File: src/hdl/qot_pkg.sv
package qot_pkg;

    // ------------------------------------------------------------
    // register map (byte addresses, one word each)
    // ------------------------------------------------------------
    localparam logic [3:0] ADDR_CTRL   = 4'h0;
    localparam logic [3:0] ADDR_TIMER  = 4'h4;
    localparam logic [3:0] ADDR_STATUS = 4'h8;

    // ------------------------------------------------------------
    // control register fields
    // ------------------------------------------------------------
    localparam int CTRL_START    = 0;  // count start flag
    localparam int CTRL_OS_START = 1;  // one-shot start, write-one pulse
    localparam int CTRL_MODE     = 2;  // 0 two-phase event, 1 one-shot
    localparam int CTRL_X4       = 3;  // multiply-by-4 decoding
    localparam int CTRL_FREERUN  = 4;  // no reload on wrap
    localparam int CTRL_TRIG_LSB = 5;  // 2-bit trigger source
    localparam int CTRL_PULSE_EN = 7;  // drive pulse output
    localparam int CTRL_PRE_LSB  = 8;  // 2-bit prescaler select
    localparam int CTRL_W        = 10;

    // ------------------------------------------------------------
    // status register fields
    // ------------------------------------------------------------
    localparam int STAT_IRQ     = 0;  // sticky event flag, write one to clear
    localparam int STAT_RUNNING = 1;

    // ------------------------------------------------------------
    // trigger sources and prescaler
    // ------------------------------------------------------------
    localparam logic [1:0] TRIG_SOFT = 2'h0;
    localparam logic [1:0] TRIG_PIN  = 2'h1;
    localparam logic [1:0] TRIG_OVF  = 2'h2;

    localparam logic [15:0] TIMER_RST = 16'h0000;
    localparam logic [15:0] CNT_MAX   = 16'hFFFF;
    localparam logic [15:0] CNT_ZERO  = 16'h0000;
    localparam logic [4:0]  PRE_DIV1  = 5'h00;
    localparam logic [4:0]  PRE_DIV8  = 5'h07;
    localparam logic [4:0]  PRE_DIV32 = 5'h1F;

endpackage

File: src/hdl/qot_timer.sv
`timescale 1ns/1ns
`default_nettype none

module qot_timer #(
    parameter bit TWO_PHASE_OK = 1'b1
) (
    input  wire logic        clk,
    input  wire logic        rst_n,
    input  wire logic        wb_cyc_i,
    input  wire logic        wb_stb_i,
    input  wire logic        wb_we_i,
    input  wire logic [3:0]  wb_adr_i,
    input  wire logic [3:0]  wb_sel_i,
    input  wire logic [31:0] wb_dat_i,
    output logic      [31:0] wb_dat_o,
    output logic             wb_ack_o,
    input  wire logic        count_input_pin,
    input  wire logic        aux_io_pin_i,
    output logic             aux_io_pin_o,
    output logic             aux_io_pin_oe_n,
    input  wire logic        ext_overflow,
    output logic             event_req
);

    typedef enum logic [2:0] {
        QOT_IDLE = 3'b001,
        QOT_RUN  = 3'b010,
        QOT_DONE = 3'b100
    } qot_state_t;

    typedef struct packed {
        qot_state_t  st;
        logic [qot_pkg::CTRL_W-1:0] ctrl;
        logic [15:0] cnt;
        logic [15:0] rld;
        logic [4:0]  pre;
        logic        in_s;
        logic        aux_s;
        logic        irq;
        logic        evt;
        logic        pout;
        logic        ack;
        logic [31:0] rdat;
    } qot_regs_t;

    qot_regs_t q, d;

    // ------------------------------------------------------------
    // helpers
    // ------------------------------------------------------------
    // prescaler terminal count for the selected count source
    function automatic logic [4:0] pre_limit(input logic [1:0] sel);
        case (sel)
            2'h1:    pre_limit = qot_pkg::PRE_DIV8;
            2'h2:    pre_limit = qot_pkg::PRE_DIV32;
            default: pre_limit = qot_pkg::PRE_DIV1;
        endcase
    endfunction

    // byte-lane merge of a bus write into a register
    function automatic logic [15:0] lane16(input logic [15:0] old, input logic [31:0] wd,
                                            input logic [3:0] sel);
        lane16 = old;
        if (sel[0]) lane16[7:0]  = wd[7:0];
        if (sel[1]) lane16[15:8] = wd[15:8];
    endfunction

    logic        bus_req;
    logic        wr_ctrl;
    logic        wr_timer;
    logic        wr_stat;
    logic [15:0] ctrl_wd;
    logic        in_rise;
    logic        in_fall;
    logic        aux_rise;
    logic        aux_fall;
    logic        up_ev;
    logic        dn_ev;
    logic        two_phase;
    logic        one_shot;
    logic        trig;
    logic        tick;
    logic [15:0] wval;

    // ------------------------------------------------------------
    // bus decode
    // ------------------------------------------------------------
    assign bus_req  = wb_cyc_i && wb_stb_i && !q.ack;
    assign wr_ctrl  = bus_req && wb_we_i && (wb_adr_i == qot_pkg::ADDR_CTRL);
    assign wr_timer = bus_req && wb_we_i && (wb_adr_i == qot_pkg::ADDR_TIMER);
    assign wr_stat  = bus_req && wb_we_i && (wb_adr_i == qot_pkg::ADDR_STATUS);
    assign ctrl_wd  = lane16({6'h00, q.ctrl}, wb_dat_i, wb_sel_i);
    assign wval     = lane16(q.rld, wb_dat_i, wb_sel_i);

    // ------------------------------------------------------------
    // pin edge detection (pins are synchronous)
    // ------------------------------------------------------------
    assign in_rise  = count_input_pin && !q.in_s;
    assign in_fall  = !count_input_pin && q.in_s;
    assign aux_rise = aux_io_pin_i && !q.aux_s;
    assign aux_fall = !aux_io_pin_i && q.aux_s;

    // ------------------------------------------------------------
    // two-phase decode
    // ------------------------------------------------------------
    assign two_phase = TWO_PHASE_OK && !q.ctrl[qot_pkg::CTRL_MODE];
    assign one_shot  = q.ctrl[qot_pkg::CTRL_MODE];
    always_comb begin
        up_ev = 1'b0;
        dn_ev = 1'b0;
        if (q.ctrl[qot_pkg::CTRL_X4]) begin
            // phase of the other pin sets direction for each edge
            up_ev = (in_rise && aux_io_pin_i) || (in_fall && !aux_io_pin_i)
                 || (aux_rise && !count_input_pin) || (aux_fall && count_input_pin);
            dn_ev = (in_fall && aux_io_pin_i) || (in_rise && !aux_io_pin_i)
                 || (aux_fall && !count_input_pin) || (aux_rise && count_input_pin);
        end else begin
            up_ev = in_rise && aux_io_pin_i;
            dn_ev = in_fall && aux_io_pin_i;
        end
    end

    // one-shot trigger selection
    always_comb begin
        case (q.ctrl[qot_pkg::CTRL_TRIG_LSB +: 2])
            qot_pkg::TRIG_PIN: trig = in_fall;
            qot_pkg::TRIG_OVF: trig = ext_overflow;
            default:           trig = 1'b0;
        endcase
        if (wr_ctrl && ctrl_wd[qot_pkg::CTRL_OS_START]) begin
            trig = 1'b1;
        end
    end

    assign tick = (q.pre == pre_limit(q.ctrl[qot_pkg::CTRL_PRE_LSB +: 2]));

    // ------------------------------------------------------------
    // next state
    // ------------------------------------------------------------
    always_comb begin
        d       = q;
        d.in_s  = count_input_pin;
        d.aux_s = aux_io_pin_i;
        d.evt   = 1'b0;
        d.ack   = bus_req;
        d.pre   = tick ? 5'h00 : q.pre + 5'h01;
        if (q.st != QOT_RUN) begin
            d.pre = 5'h00;
        end

        // control register; one-shot start bit never stored
        if (wr_ctrl) begin
            d.ctrl = ctrl_wd[qot_pkg::CTRL_W-1:0];
            d.ctrl[qot_pkg::CTRL_OS_START] = 1'b0;
        end

        case (q.st)
            QOT_IDLE: begin
                if (two_phase && q.ctrl[qot_pkg::CTRL_START]) begin
                    d.st = QOT_RUN;
                end else if (one_shot && q.ctrl[qot_pkg::CTRL_START] && trig) begin
                    d.st   = QOT_RUN;
                    d.cnt  = q.rld;
                    d.pout = q.ctrl[qot_pkg::CTRL_PULSE_EN];
                end
            end
            QOT_RUN: begin
                if (!q.ctrl[qot_pkg::CTRL_START]) begin
                    d.st   = QOT_IDLE;
                    d.pout = 1'b0;
                end else if (!one_shot) begin
                    if (up_ev && !dn_ev) begin
                        if (q.cnt == qot_pkg::CNT_MAX) begin
                            d.evt = 1'b1;
                            d.cnt = q.ctrl[qot_pkg::CTRL_FREERUN] ? qot_pkg::CNT_ZERO : q.rld;
                        end else begin
                            d.cnt = q.cnt + 16'h0001;
                        end
                    end else if (dn_ev && !up_ev) begin
                        if (q.cnt == qot_pkg::CNT_ZERO) begin
                            d.evt = 1'b1;
                            d.cnt = q.ctrl[qot_pkg::CTRL_FREERUN] ? qot_pkg::CNT_MAX : q.rld;
                        end else begin
                            d.cnt = q.cnt - 16'h0001;
                        end
                    end
                end else if (trig) begin
                    d.cnt = q.rld;
                    d.pre = 5'h00;
                end else if (tick) begin
                    if (q.cnt <= 16'h0001) begin
                        d.evt  = 1'b1;
                        d.cnt  = q.rld;
                        d.pout = 1'b0;
                        d.st   = QOT_DONE;
                    end else begin
                        d.cnt = q.cnt - 16'h0001;
                    end
                end
            end
            QOT_DONE: begin
                d.st = QOT_IDLE;
            end
            default: begin
                d.st = QOT_IDLE;
            end
        endcase

        // timer register writes
        if (wr_timer) begin
            d.rld = wval;
            if (q.st != QOT_RUN) begin
                d.cnt = wval;
            end
        end

        // sticky flag: set beats clear
        if (wr_stat && wb_sel_i[0] && wb_dat_i[qot_pkg::STAT_IRQ]) begin
            d.irq = 1'b0;
        end
        if (d.evt) begin
            d.irq = 1'b1;
        end

        // read data
        d.rdat = 32'h0000_0000;
        if (bus_req && !wb_we_i) begin
            case (wb_adr_i)
                qot_pkg::ADDR_CTRL:   d.rdat = {22'h000000, q.ctrl};
                qot_pkg::ADDR_TIMER:  d.rdat = {16'h0000, q.cnt};
                qot_pkg::ADDR_STATUS: d.rdat = {30'h00000000, q.st == QOT_RUN, q.irq};
                default:              d.rdat = 32'h0000_0000;
            endcase
        end
    end

    // ------------------------------------------------------------
    // state register
    // ------------------------------------------------------------
    always_ff @(posedge clk) begin
        if (!rst_n) begin
            q.st   <= QOT_IDLE;
            q.ctrl <= '0;
            q.cnt  <= qot_pkg::TIMER_RST;
            q.rld  <= qot_pkg::TIMER_RST;
            q.pre  <= 5'h00;
            q.in_s <= 1'b0;
            q.aux_s <= 1'b0;
            q.irq  <= 1'b0;
            q.evt  <= 1'b0;
            q.pout <= 1'b0;
            q.ack  <= 1'b0;
            q.rdat <= 32'h0000_0000;
        end else begin
            q <= d;
        end
    end

    // ------------------------------------------------------------
    // outputs
    // ------------------------------------------------------------
    assign wb_dat_o        = q.rdat;
    assign wb_ack_o        = q.ack;
    assign event_req       = q.evt;
    assign aux_io_pin_o    = q.pout;
    assign aux_io_pin_oe_n = !(one_shot && q.ctrl[qot_pkg::CTRL_PULSE_EN]);

    // ------------------------------------------------------------
    // checks
    // ------------------------------------------------------------
    a_ack_one_cycle: assert property (@(posedge clk) disable iff (!rst_n)
        wb_ack_o |=> !wb_ack_o) else $error("ack longer than one cycle");
    a_halt_write_both: assert property (@(posedge clk) disable iff (!rst_n)
        wr_timer && q.st == QOT_IDLE |=> q.cnt == q.rld) else $error("halted write missed counter");
    a_run_write_rld: assert property (@(posedge clk) disable iff (!rst_n)
        wr_timer && q.st == QOT_RUN && !one_shot && !up_ev && !dn_ev |=> q.cnt == $past(q.cnt))
        else $error("running write hit counter");
    a_wrap_reload: assert property (@(posedge clk) disable iff (!rst_n)
        q.st == QOT_RUN && !one_shot && q.ctrl[qot_pkg::CTRL_START] && !q.ctrl[qot_pkg::CTRL_FREERUN]
        && up_ev && !dn_ev && q.cnt == qot_pkg::CNT_MAX && !wr_timer |=> q.cnt == $past(q.rld) && event_req)
        else $error("overflow reload wrong");
    a_freerun_wrap: assert property (@(posedge clk) disable iff (!rst_n)
        q.st == QOT_RUN && !one_shot && q.ctrl[qot_pkg::CTRL_START] && q.ctrl[qot_pkg::CTRL_FREERUN]
        && dn_ev && !up_ev && q.cnt == qot_pkg::CNT_ZERO && !wr_timer |=> q.cnt == qot_pkg::CNT_MAX)
        else $error("free-run wrap wrong");
    a_stop_on_clear: assert property (@(posedge clk) disable iff (!rst_n)
        q.st == QOT_RUN && !q.ctrl[qot_pkg::CTRL_START] |=> q.st == QOT_IDLE) else $error("no halt");
    a_oneshot_end: assert property (@(posedge clk) disable iff (!rst_n)
        event_req && one_shot |-> q.st == QOT_DONE && !aux_io_pin_o) else $error("one-shot end wrong");
    a_evt_sets_flag: assert property (@(posedge clk) disable iff (!rst_n)
        event_req |=> q.irq) else $error("flag not set");
    a_pulse_in_run: assert property (@(posedge clk) disable iff (!rst_n)
        aux_io_pin_o |-> q.st == QOT_RUN) else $error("pulse outside countdown");

    c_oneshot_done: cover property (@(posedge clk) disable iff (!rst_n) q.st == QOT_DONE);
    c_overflow: cover property (@(posedge clk) disable iff (!rst_n) event_req && !one_shot);
    c_retrigger: cover property (@(posedge clk) disable iff (!rst_n) q.st == QOT_RUN && one_shot && trig);
    c_x4_edge: cover property (@(posedge clk) disable iff (!rst_n) q.st == QOT_RUN && q.ctrl[qot_pkg::CTRL_X4] && aux_rise);

    // ------------------------------------------------------------
    // one-shot, halt and bus checks
    // ------------------------------------------------------------
    // end of countdown leaves the set value in the counter
    a_oneshot_reload: assert property (@(posedge clk) disable iff (!rst_n)
        event_req && one_shot |-> q.cnt == $past(q.rld)) else $error("one-shot end without reload");
    // a finished countdown does not restart by itself
    a_oneshot_stop: assert property (@(posedge clk) disable iff (!rst_n)
        q.st == QOT_DONE |=> q.st == QOT_IDLE && !aux_io_pin_o) else $error("one-shot kept running");
    // trigger while running reloads and keeps running
    a_retrig_reload: assert property (@(posedge clk) disable iff (!rst_n)
        q.st == QOT_RUN && one_shot && q.ctrl[qot_pkg::CTRL_START] && trig && !wr_timer
        |=> q.cnt == $past(q.rld) && q.st == QOT_RUN) else $error("retrigger did not reload");
    // halted event counter holds its value
    a_halt_hold: assert property (@(posedge clk) disable iff (!rst_n)
        q.st == QOT_IDLE && !one_shot && !wr_timer |=> $stable(q.cnt)) else $error("halted counter moved");
    // read data is zero outside the answer cycle
    a_rdat_idle: assert property (@(posedge clk) disable iff (!rst_n)
        !wb_ack_o |-> wb_dat_o == 32'h0000_0000) else $error("read data outside ack");
    // every taken request is answered on the next edge
    a_ack_next: assert property (@(posedge clk) disable iff (!rst_n)
        bus_req |=> wb_ack_o) else $error("request not answered");

endmodule

`default_nettype wire
File: config.mk
export PLATFORM = sky130hd
export DESIGN_NAME = qot_timer
export DESIGN_NICKNAME = d
export VERILOG_FILES = /design/src/hdl/qot_pkg.sv /design/src/hdl/qot_timer.sv
export SDC_FILE = /design/constraint.sdc
export NUM_CORES = 1
export LEC_CHECK = 0
export BUFFER_PORTS_ARGS = -buffer_cell sky130_fd_sc_hd__buf_2
export CELL_PAD_IN_SITES_DETAIL_PLACEMENT = 0
export CELL_PAD_IN_SITES_GLOBAL_PLACEMENT = 2
export CORE_UTILIZATION = 34
export CTS_CLUSTER_DIAMETER = 60
export DETAILED_ROUTE_END_ITERATION = 16
export PLACE_DENSITY = 0.81
export SYNTH_ARGS = -nofsm -noshare
export SYNTH_HDL_FRONTEND = slang
export SYNTH_SLANG_ARGS = --single-unit
File: constraint.sdc
create_clock -name clk -period 3.7 [get_ports clk]
set_input_delay 0 -clock clk [delete_from_list [all_inputs] [get_ports clk]]
set_output_delay 0 -clock clk [all_outputs]
set_load 0.02 [all_outputs]
==> parameters.txt <==
Parameter                              Value

Status
  Result of the run ... finished, final reports clean

Cells and area
  Total inserted antenna cells ... 0
  Total number of nets in the final design ... 812
  P&R area growth vs syn ... 13.1%
  Fraction of final layout cells with drive strength greater than 1 ... 16.0%
  Most common cell after layout, fill and taps aside ... sky130_fd_sc_hd__dfxtp_1
  Most frequent cells in the layout ... sky130_fd_sc_hd__dfxtp_1 (71), sky130_fd_sc_hd__nand2_1 (66), sky130_fd_sc_hd__nor2_1 (62)

Floorplan
  Site Rows ... 46
  Height of the die ... 130 µm
  Die area ... 16900 µm²
  Core area ... 15900 µm²
  IO Pins ... 84
  Die X ... 130 µm
  Starting utilization of the core area ... 34.9%

Detailed routing
  Total vias in the final route ... 5636
  DRC ... 0
  Number of DRC markers in iteration 0 ... 340
  Top Layer Used ... met4
  Number of antenna-violating nets in the routed design ... 0
  Met1 layer wirelength in the final routing ... 8850 µm
  Routed wire per std cell ... 19.9 µm
  Detailed route wirelength on metal3 ... 1440 µm
  Post-DR vias/cell ... 5.77
  Detailed Route WL ... 19400 µm
  Detailed route wirelength on metal2 ... 8560 µm
  First-pass DRT Iterations ... 5

Clock tree
  H-tree levels ... 3
  Resized cells post-CTS ... 0
  Clock Pin Slew Worst Setup and Hold Paths ... 0.06 ns
  Clk root buf ... sky130_fd_sc_hd__clkbuf_16
  Maximum buffer depth of the clock tree ... 2
  CTS tree ... yes
  Total CTS buffers ... 9
  Clock latency at the later pin of the worst-skew pair ... 0.35 ns
  CTS Sinks ... 71

Global route
  Total global routing track utilization ... 23.8%
  Overflow left after global routing ... 0
  Initial antenna violation count ... 0
  Wire length of the first global-routing pass ... 30100 µm
  Number of global-route vias before repair ... 5278
  Maximum number of pins on one net before global-route repair ... 50

Synthesis
  Post-synthesis cell type count ... 76
  Simple-Gate Fraction of Synth Area ... 27.4%
  Post-synthesis sequential area ratio ... 25.5%
  EDFF count, synth ... 0
  Flops & latches, synth ... 71
  Synthesized-area fraction occupied by adder cells ... 1.80%
  Syn avg cell area ... 7.64 µm²
  Post-synthesis compound-gate area fraction ... 22.2%
  Multiplexer fraction of the synthesized cell area ... 6.83%
  Number of warnings printed during yosys synthesis ... 0
  Cell area after technology mapping ... 5570 µm²
  Top_reg_cell synth ... sky130_fd_sc_hd__dfxtp_1
  Cells after Synth ... 729
  Fraction of registers with async set/reset ... 0%
  XOR/XNOR share of the synthesized area ... 5.03%
  Dominant combinational cell family by area after synthesis ... simple AND/OR/NAND/NOR gates

Critical path
  Critical path capture point type ... flip-flop
  Worst endpoint required time ... 3.90 ns
  Minimum setup slack among reg-to-reg paths ... 0.45 ns
  Arrival time of data at the critical path endpoint ... 3.45 ns
  Startpoint type of the worst setup path ... flip-flop
  Number of cells traversed by the worst register-to-register path ... 9
  Critical register-to-register path endpoint ... q[69]
  Worst Path Class, Setup ... reg2reg
  Top fanout value on the critical path ... 13
  Reg2reg start ... q[83]

Timing
  Final worst clock skew ... 0.0115 ns
  Setup repair after global routing missed its margin ... false
  Post-layout minimum cycle time ... 3.25 ns
  Slew HR ... 18.7%
  Worst hold-check slack ... 0.0171 ns
  Max-slew violation total from the final report ... 0
  Part of the cycle the worst path needs ... 87.7%
  Final-report hold violation count ... 0
  TNS Setup ... 0 ns
  Maximum clock rate ... 0.308 GHz
  Worst Max-Slew Pin Slew ... 1.22 ns
  # setup viols final ... 0

Placement
  Final weighted congestion in routability-driven placement ... 0.898
  DP HPWL ... 13800 µm
  Port bufs ... 49

Run
  Max_cap viols ... 0

Power and ir drop
  Final total power ... 1.93 mW
  Worst ir drop on vdd ... 0.000213 V
  Cell area power density ... 306 nW/µm²
  Standby leakage power ... 2.40 nW

Hold path
  WHS Path Cells ... 3
  Start point of the worst hold path ... wb_adr_i[3]
  Type of the tightest min-delay check ... in2reg
  Hold path endpoint ... wb_dat_o[1]
[layer usage]
metal | up-vias | GRT usage, %
met3 | 39 | 4.51
li1 | 2653 | -
met5 | - | 0
met4 | 0 | 11.1
met2 | 228 | 36.9
met1 | 2716 | 31.9
[flip-flops by register name (all words and copies together) (netlist names)]
signal,flops
aux_io_pin_o,1
event_req,1
one_shot,1
q,51
wb_ack_o,1
wb_dat_o,16
[timing repair]
item / 4_1_cts / 5_1_grt
hold endpoints to repair: 26 / 0
hold buffers: 19 / 0
buffers inserted: 0 / 0
[report_power, final]
group | leakage [nW] | internal, mW | switching [mW]
registers | 0.572 | 0.768 | 0.00688
clock network | 0.150 | 0.529 | 0.383
logic | 1.67 | 0.0940 | 0.146
[cells in the mapped netlist (16+ instances only)]
cell type                  count  area share (%)
sky130_fd_sc_hd__o21ai_0      39             3.5
sky130_fd_sc_hd__dfxtp_1      71              26
sky130_fd_sc_hd__nor3_1       24             2.2
sky130_fd_sc_hd__nor2b_1      25             2.8
sky130_fd_sc_hd__xnor2_1      24             3.8
sky130_fd_sc_hd__nand2_1      66             4.4
sky130_fd_sc_hd__a21oi_1      35             3.1
sky130_fd_sc_hd__nand3_1      27             2.4
sky130_fd_sc_hd__buf_4        34             4.6
sky130_fd_sc_hd__mux2_2       16             3.2
sky130_fd_sc_hd__nor2_1       62             4.2
sky130_fd_sc_hd__clkbuf_1     40             2.7
sky130_fd_sc_hd__mux2i_1      20             3.6
sky130_fd_sc_hd__inv_1        20             1.3
[through the flow]
step                setup WS [ns]  utilization [%]  cell area [µm²]  instances
CTS                         0.406             39.5             6300        977
floorplan                    1.00                -             5620        744
finish                      0.454             39.5             6300        977
global placement            0.534             36.4             5810        942
detailed placement          0.516             36.4             5810        942
global route                0.303             39.5             6300        977
[how the worst max path moves through the flow]
stage | slack, ns | endpoint | start | cells after the start
floorplan | 1.00 | q[71] | q[59] | 10
global placement | 0.53 | q[69] | q[83] | 9
detailed placement | 0.52 | q[69] | q[83] | 9
CTS | 0.41 | q[69] | q[83] | 9
global route | 0.30 | q[69] | q[83] | 9
finish | 0.45 | q[69] | q[83] | 9
[cell families (layout without fill, tap and decap cells)]
group                      Yosys count  in the layout
and+or+nand+nor                    286            286
other                                1             16
DFF                                 71             71
AOI/OAI and AO/OA                  184            184
muxes                               36             36
buffers and inverters              111            128
adders and majority gates            8              8
xor gates and xnor gates            32             32
[layout make-up]
| cell class | instances | area [µm²] |
|---|---|---|
| clock buffer | 9 | 225 |
| fill | 1677 | 9640 |
| sequential | 71 | 1420 |
| inverter | 20 | 75.1 |
| clock inverter | 7 | 78.8 |
| multi-input combinational | 562 | 3600 |
| timing repair buffer | 92 | 628 |
| tap | 216 | 270 |
[worst max-delay path, stage by stage (launching register included)]
cell,delay [ns]
sky130_fd_sc_hd__dfxtp_1,0.35
sky130_fd_sc_hd__inv_1,0.06
sky130_fd_sc_hd__ha_1,0.28
sky130_fd_sc_hd__and4b_1,0.20
sky130_fd_sc_hd__o22ai_1,0.81
sky130_fd_sc_hd__o21a_1,0.69
sky130_fd_sc_hd__buf_4,0.31
sky130_fd_sc_hd__o221ai_1,0.12
sky130_fd_sc_hd__a31oi_1,0.17
sky130_fd_sc_hd__a31oi_1,0.10
No activity file was read; power rests on OpenSTA's default activity.
